[src/rtl/pwc_pkg.sv]
// Constants shared by the four-channel pulse-width block.
// Assumes an APB master on pclk and a timer block on the same clock.

package pwc_pkg;

    ////////////////////////////////////////////////////////////////////
    // Sizes
    localparam int unsigned CH_N   = 4;
    localparam int unsigned ADDR_W = 12;
    localparam int unsigned DUTY_W = 10;

    ////////////////////////////////////////////////////////////////////
    // Register map: channel n sits at n * CH_STRIDE
    localparam logic [11:0] CH_STRIDE = 12'h010;
    localparam logic [3:0]  OFS_CTRL  = 4'h0;
    localparam logic [3:0]  OFS_DCH   = 4'h4;
    localparam logic [3:0]  OFS_DCL   = 4'h8;

    ////////////////////////////////////////////////////////////////////
    // Control field positions
    localparam int unsigned BIT_EN  = 7;
    localparam int unsigned BIT_OE  = 6;
    localparam int unsigned BIT_OUT = 5;
    localparam int unsigned BIT_INV = 4;

    // Duty low field position
    localparam int unsigned DCL_LSB = 6;

    ////////////////////////////////////////////////////////////////////
    // Reset values
    localparam logic [7:0]  CTRL_RST  = 8'h00;
    localparam logic [31:0] RDATA_RST = 32'h0000_0000;

    ////////////////////////////////////////////////////////////////////
    // Register kinds found by the decoder
    typedef enum logic [3:0] {
        KIND_CTRL = 4'h1,
        KIND_DCH  = 4'h2,
        KIND_DCL  = 4'h4,
        KIND_NONE = 4'h8
    } pwc_kind_t;

endpackage

[src/rtl/pwc_channels.sv]
// Four pulse-width channels with their APB register file.
// Assumes the shared time base count, period and restart pulse come
// from a timer block on pclk.
//
// Operation
// Enable bit 7 runs the channel
// Bit 6 lets the channel drive its pin
// Bit 5 reads output, read-only, resets zero
// Bit 4 set makes output active low
// Control bits 3..0 read zero, ignore writes
// Control bits clear on every reset
// Duty high holds eight upper duty bits
// Duty low bits 7..6 hold lower bits
// Duty bits survive reset, start unknown
// Shared period and count, per-channel registers
// Set on restart, clear at duty match
// Duty copied to buffer at period match
// Duty at or above period never clears
// Zero duty keeps output inactive
// Polarity after compare; disabled means inactive
//
// Local design decisions: the APB interface to the registers and the address map.

`timescale 1ns/1ps

module pwc_channels (
    // APB slave
    input  wire logic        pclk,
    input  wire logic        presetn,
    input  wire logic        psel,
    input  wire logic        penable,
    input  wire logic        pwrite,
    input  wire logic [11:0] paddr,
    input  wire logic [31:0] pwdata,
    input  wire logic [3:0]  pstrb,
    output      logic [31:0] prdata,
    output      logic        pready,
    output      logic        pslverr,
    // Shared time base
    input  wire logic [9:0]  tb_count,
    input  wire logic [7:0]  tb_period,
    input  wire logic        tb_restart,
    // Channel pins
    output      logic [3:0]  pwm_pin_out,
    output      logic [3:0]  pwm_pin_oe
);

    ////////////////////////////////////////////////////////////////////
    // State

    typedef struct packed {
        logic [3:0]  en;
        logic [3:0]  oe;
        logic [3:0]  inv;
        logic [3:0]  raw;
        logic [3:0]  pin;
        logic        pready;
        logic        pslverr;
        logic [31:0] prdata;
    } pwc_state_t;

    // Duty storage is kept across reset
    typedef struct packed {
        logic [3:0][7:0] dch;
        logic [3:0][1:0] dcl;
        logic [3:0][9:0] dbuf;
    } pwc_keep_t;

    pwc_state_t st_ff;
    pwc_state_t nxt_st;
    pwc_keep_t  kp_ff;
    pwc_keep_t  nxt_kp;

    logic                access;
    logic                first;
    logic                commit;
    logic [1:0]          ch;
    pwc_pkg::pwc_kind_t  kind;
    logic [10:0]         limit;
    logic [3:0]          full;
    logic [3:0][9:0]     new_duty;

    ////////////////////////////////////////////////////////////////////
    // Address decode

    function automatic pwc_pkg::pwc_kind_t reg_kind(
        input logic [11:0] a
    );
        pwc_pkg::pwc_kind_t k;
        k = pwc_pkg::KIND_NONE;
        if (a[11:6] == 6'h00) begin
            case (a[3:0])
                pwc_pkg::OFS_CTRL: k = pwc_pkg::KIND_CTRL;
                pwc_pkg::OFS_DCH:  k = pwc_pkg::KIND_DCH;
                pwc_pkg::OFS_DCL:  k = pwc_pkg::KIND_DCL;
                default:           k = pwc_pkg::KIND_NONE;
            endcase
        end
        return k;
    endfunction

    ////////////////////////////////////////////////////////////////////
    // Next state

    always_comb begin
        nxt_st = st_ff;
        nxt_kp = kp_ff;
        access = psel & penable;
        first  = access & ~st_ff.pready;
        commit = access & st_ff.pready;
        ch     = paddr[5:4];
        kind   = reg_kind(paddr);
        // Full period length is four times period plus four
        limit  = {1'b0, tb_period, 2'b11} + 11'h001;

        // One wait state, answer registered
        nxt_st.pready  = first;
        nxt_st.pslverr = 1'b0;
        nxt_st.prdata  = pwc_pkg::RDATA_RST;
        if (first) begin
            case (kind)
                pwc_pkg::KIND_CTRL: begin
                    nxt_st.prdata[pwc_pkg::BIT_EN]  = st_ff.en[ch];
                    nxt_st.prdata[pwc_pkg::BIT_OE]  = st_ff.oe[ch];
                    nxt_st.prdata[pwc_pkg::BIT_OUT] = st_ff.pin[ch];
                    nxt_st.prdata[pwc_pkg::BIT_INV] = st_ff.inv[ch];
                end
                pwc_pkg::KIND_DCH: begin
                    nxt_st.prdata[7:0] = kp_ff.dch[ch];
                end
                pwc_pkg::KIND_DCL: begin
                    nxt_st.prdata[7:6] = kp_ff.dcl[ch];
                end
                default: begin
                    nxt_st.pslverr = 1'b1;
                end
            endcase
        end

        // Writes land on the edge that completes the access
        if (commit & pwrite & pstrb[0]) begin
            case (kind)
                pwc_pkg::KIND_CTRL: begin
                    nxt_st.en[ch]  = pwdata[pwc_pkg::BIT_EN];
                    nxt_st.oe[ch]  = pwdata[pwc_pkg::BIT_OE];
                    nxt_st.inv[ch] = pwdata[pwc_pkg::BIT_INV];
                end
                pwc_pkg::KIND_DCH: begin
                    nxt_kp.dch[ch] = pwdata[7:0];
                end
                pwc_pkg::KIND_DCL: begin
                    nxt_kp.dcl[ch] = pwdata[7:6];
                end
                default: begin
                    nxt_st.pslverr = 1'b0;
                end
            endcase
        end

        // Waveform per channel on the shared time base
        for (int i = 0; i < 4; i++) begin
            new_duty[i] = {kp_ff.dch[i], kp_ff.dcl[i]};
            full[i] = {1'b0, kp_ff.dbuf[i]} >= limit;
            if (tb_restart) begin
                nxt_kp.dbuf[i] = new_duty[i];
                nxt_st.raw[i]  = new_duty[i] != 10'h000;
            end else if (tb_count == kp_ff.dbuf[i] && !full[i]) begin
                nxt_st.raw[i] = 1'b0;
            end
            if (!st_ff.en[i]) begin
                nxt_st.raw[i] = 1'b0;
            end
            nxt_st.pin[i] = nxt_st.raw[i] ^ nxt_st.inv[i];
        end
    end

    ////////////////////////////////////////////////////////////////////
    // Registers

    always_ff @(posedge pclk or negedge presetn) begin
        if (!presetn) begin
            st_ff.en      <= 4'h0;
            st_ff.oe      <= 4'h0;
            st_ff.inv     <= 4'h0;
            st_ff.raw     <= 4'h0;
            st_ff.pin     <= 4'h0;
            st_ff.pready  <= 1'b0;
            st_ff.pslverr <= 1'b0;
            st_ff.prdata  <= pwc_pkg::RDATA_RST;
        end else begin
            st_ff <= nxt_st;
        end
    end

    // No reset: contents start unknown and survive resets
    always_ff @(posedge pclk) begin
        kp_ff <= nxt_kp;
    end

    ////////////////////////////////////////////////////////////////////
    // Outputs

    assign prdata      = st_ff.prdata;
    assign pready      = st_ff.pready;
    assign pslverr     = st_ff.pslverr;
    assign pwm_pin_out = st_ff.pin;
    assign pwm_pin_oe  = st_ff.oe;

    for (genvar g = 0; g < 4; g++) begin : g_chk

    end
endmodule // pwc_channels

[config.mk]
export PLATFORM = sky130hd
export DESIGN_NAME = pwc_channels
export DESIGN_NICKNAME = d
export VERILOG_FILES = /design/src/rtl/pwc_pkg.sv /design/src/rtl/pwc_channels.sv
export SDC_FILE = /design/constraint.sdc
export NUM_CORES = 1
export LEC_CHECK = 0
export BUFFER_PORTS_ARGS = -buffer_cell sky130_fd_sc_hd__buf_4
export CORE_MARGIN = 1
export CORE_UTILIZATION = 57
export CTS_BUF_LIST = sky130_fd_sc_hd__clkbuf_8
export DETAILED_ROUTE_END_ITERATION = 7
export GPL_TIMING_DRIVEN = 0
export PLACE_DENSITY = 0.82
export RECOVER_POWER = 25
export SLEW_MARGIN = 20
export SYNTH_ARGS = -nofsm -noshare
export SYNTH_HDL_FRONTEND = slang
export SYNTH_SLANG_ARGS = --single-unit
[constraint.sdc]
create_clock -name pclk -period 2.3 [get_ports pclk]
set_input_delay 0.345 -clock pclk [delete_from_list [all_inputs] [get_ports pclk]]
set_output_delay 0.345 -clock pclk [all_outputs]
set_load 0.02 [all_outputs]
# Word-level counts from Yosys, hierarchy flattened
# Cells that the tools add are included.
[totals]
out_inout_bits = 42
in_bits = 72
reg_bits = 110
[op_classes]
reduce_logical = 19
mux = 47
order_cmp = 6
add_sub_neg = 1
n_eq_ne = 9
bitwise = 10
[ops]
columns = ["op", "n"]
rows = [
  ["greater-or-equal comparator 10 x 11 -> 1 bit", 4],
  ["== test 10 bit", 4],
  ["nonzero test 10 bit", 4],
  ["bitwise mux 32 bit", 1],
  ["two-way mux 8 bit", 3],
  ["two-way mux 1 bit", 21],
  ["binary-select mux 8 bit (select 2 bit)", 1],
  ["demux 8 bit (select 2 bit)", 1],
  ["two-way mux 4 bit", 4],
  ["bitwise mux 4 bit", 3],
  ["one-hot mux 4 bit (3 select lines)", 1],
  ["adder 10 x 1 -> 11 bit, second input constant", 1],
  ["binary-select mux 1 bit (select 2 bit)", 4],
  ["bitwise mux 8 bit", 1],
  ["== test 4 x 3 -> 1 bit, second input constant", 2],
  ["zero test 6 bit", 1],
  ["one-hot mux 2 bit (3 select lines)", 1],
  ["AND reduction 2 bit", 3],
  ["AND 1 bit", 5],
  ["logical AND 1 bit", 5],
  ["binary-select mux 2 bit (select 2 bit)", 1],
  ["demux 2 bit (select 2 bit)", 1],
  ["== test 4 x 1 -> 1 bit, second input constant", 1],
  ["== test 4 x 2 -> 1 bit, second input constant", 1],
  ["other kinds (11)", 18],
]

# Logic depth before layout (Yosys ltp)
[depth]
word_depth = 9
ltp_mapped = 10

# Least setup slack after synthesis
# Ideal clock, no wire load.
[synth_path]
path_kind = "input -> register"
from = "input port tb_period[0]"
to = "register st_ff[41] (netlist name)"
path_slack_ns = -0.162
t_arrival_ns = 2.342
cell_stages = 9
n_path_buf = 0
cell_sequence = "ha_1 -> xnor2_1 -> ha_1 -> a21oi_1 -> nand2_1 -> maj3_2 -> a2111oi_4 -> o21ai_0 -> and3_1"
[synth_rtl]
columns = ["element", "line", "source"]
rows = [
  ["start: declaration", "pwc_channels.sv:41", "input wire logic [7:0] tb_period,"],
  ["end signal: assignment", "pwc_channels.sv:191", "st_ff <= nxt_st;"],
  ["end: declaration", "pwc_channels.sv:69", "pwc_state_t st_ff;"],
]

==> flow_summary.yaml <==
global_routing:
  grt_antenna_before_repair: 0
  gr-total-overflow: 0
  grt_use_total_pct: 27.18
  grt_pass1_wl_mm: 20.20
  grt_pass1_vias: 3736
  grt_max_degree: 45
place:
  gp_congestion: 0.9473
  dp_hpwl_mm: 10.42
  dpl_worst_slack_ns: -0.4330
  portBuffers: 62
power_and_ir_drop:
  irDropWorstVdd_mv: 0.5232
  power_density_nw_per_um2: 561.0
  p_leak_nw: 2.755
timing:
  whs_ns: 0.2401
  period_share_pct: 98.62
  report.final.slew_viol_count: 0
  worst_pin_slew_ns: 0.7877
  setup_ws_ns: 0.03169
  setup_violations: 0
  slew_headroom_pct: 47.29
  rsz0062_at_grt: "yes"
  final.min_clock_period_ns: 2.268
  timing.fmax_ghz: 0.4409
  finalHoldViolations: 0
  tns_ns: 0
  fin_skew_ns: 0.01063
worst_setup_path:
  reg2reg_from: "kp_ff[34]"
  startpoint_type: "register"
  reg2reg_to: "pwm_pin_out[3]"
  crit_start: "kp_ff[34]"
  setup.worst_path.class: "register to register"
  r2r_cells: 7
  arrival_ns: 2.54
  worst_setup_path_end_kind: "register"
  cp_data_required_time_ns: 2.57
  crit_fanout: 3
  rrSetupSlack_ns: 0.03
logic_synthesis:
  syn_area_um2: 5758
  synthFlopType: "edfxtp_1"
  synth_cell_type_count: 60
  ys_seq_area_share_pct: 54.76
  synth_warnings: 0
  synth-seq-cells: 110
  ys_async_sr_fraction_pct: 27.27
  synth-edff-count: 80
  synth_cells: 436
  synth.avg_cell_area_um2: 13.21
clock_tree:
  tritoncts: "built"
  clockRootBuffer: "clkbuf_8"
  clk_path_buf_depth: 2
  clock_latency_ns: 0.36
  clk_pin_slew_ns: 0.10
  clock-sinks: 110
  h-tree-depth: 3
  cts_buffers: 9
drt:
  dr.pass1.iters: 5
  drt-total-wl_mm: 13.43
  drc: 0
  first_iter_violations: 210
  num_vias: 3859
  wire_per_inst_um: 19.96
  drtAntennaViolNets: 0
  via_per_inst: 5.734
min_path:
  hold_depth: 1
  min_from: "pwdata[1]"
  whs_endpoint: "kp_ff[57]"
  hold_path_class: "input port to register"
floorplanning:
  start_util_pct: 58.91
  core_area_um2: 9774
  io-pin-count: 114
  dieArea_um2: 10510
  rows: 36
  die_x_um: 102.5
  dieHeight_um: 102.5
layout:
  drive_gt1_share_pct: 29.63
  syn2layout_area_growth_pct: 16.58
  final_nets: 632
  n_antenna_cell: 0
job:
  cap_violations: 0
run_status:
  status: "complete, no violations"
==> registers in the layout, summed over array words and instances (netlist names) <==
signal / cells
kp_ff: 80
prdata: 8
pready: 1
pslverr: 1
pwm_pin_oe: 4
pwm_pin_out: 4
st_ff: 12
==> per-stage QoR <==
step / util [%] / cell area (um^2) / total power, mW / cells
floorplan: - / 5854 / 2.471 / 459
CTS: 68.64 / 6709 / 3.773 / 671
global placement: 66.36 / 6486 / 2.650 / 654
detailed placement: 66.41 / 6491 / 2.658 / 654
global route: 68.68 / 6713 / 3.896 / 673
finish: 68.68 / 6713 / 3.766 / 673
==> worst max-delay path: stages, from the launching register on <==
cell and delay [ns]:
edfxtp_1 0.45, ha_1 0.34, a21oi_1 0.16, nand2_1 0.08
maj3_2 0.35, a2111oi_4 0.45, nor4_2 0.11, nor4_2 0.23
==> worst max path at each step <==
stage          cells past startpoint        endpoint
2_1_floorplan                      9       st_ff[41]
3_3_place_gp                       6       kp_ff[50]
3_5_place_dp                      10       st_ff[41]
4_1_cts                           10  pwm_pin_out[3]
5_1_grt                            6       kp_ff[58]
6_report                           7  pwm_pin_out[3]
==> layout by cell type, fill, tap and decap left out, types with 2 or more instances in the layout <==
cell type,n
nor2b_1,2
nor3b_1,5
nor2_1,24
xnor2_1,9
nor4_1,15
clkbuf_8,9
o21ai_1,2
xor2_1,38
clkbuf_1,13
buf_4,96
a21oi_1,11
nand3_1,9
nor3_1,6
mux2i_1,6
mux2_2,9
dfrtp_1,30
nor4b_1,2
nand2b_1,3
o2111ai_1,2
nand4_1,6
and3_1,6
inv_1,12
buf_2,2
ha_1,24
mux4_2,14
a31oi_1,4
o211a_1,2
nor4_2,2
conb_1,24
edfxtp_1,80
or2_2,2
o211ai_1,4
or4_1,3
o21ai_0,11
nand2_1,15
==> layout make-up <==
class	instances	area, um^2
inverters	11	41.29
clock buffers	9	123.9
repair buffers	65	460.4
fillers	713	3062
plain buffers	48	334.1
clock inverters	7	72.57
multi-input cells	290	2361
well taps	133	166.4
flip-flops and latches	110	3153
==> power by group <==
group | switching [mW] | leakage [nW] | internal [mW]
clock | 0.629 | 0.103 | 0.509
sequential | 0.0198 | 1.14 | 2.15
combinational | 0.259 | 1.52 | 0.203
==> cells in the mapped netlist, drive strengths merged, types with 11 or more instances <==
library cell  instances  share of area [%]
edfxtp               80                 42
buf                  42                5.4
xor2                 38                5.8
dfrtp                30                 13
ha                   25                5.4
nor2                 25                1.6
nor4                 17                2.1
nand2                16                1.1
mux4                 14                5.5
o21ai                13                1.1
a21oi                11               0.96
inv                  11               0.72
==> metal layers <==
metal	wire, um	global-route usage [%]	vias to the layer above	share of wire [%]
met5	0	0	-	0
met2	6685	44.82	163	50
met3	775	5.220	33	5.8
li1	-	-	1777	-
met4	441	10.77	0	3.3
met1	5529	35.79	1886	41
==> what timing repair did <==
item	CTS	global route
hold buffers	1	0
resized for setup	1	6
setup buffers	0	2
setup endpoints to repair	2	35
hold endpoints to repair	30	0
pin swaps	0	2
==> cells by family after synthesis <==
| logic type | after synthesis | share of synthesized area (%) |
|---|---|---|
| fa+ha+maj | 27 | 5.802 |
| compound gates | 47 | 5.932 |
| buf+inv | 59 | 6.497 |
| other cells | 1 | 0.06513 |
| xor+xnor | 48 | 7.301 |
| mux | 29 | 8.279 |
| flops | 110 | 54.76 |
| simple gates | 115 | 11.37 |
(Power assumes the default switching activity.)
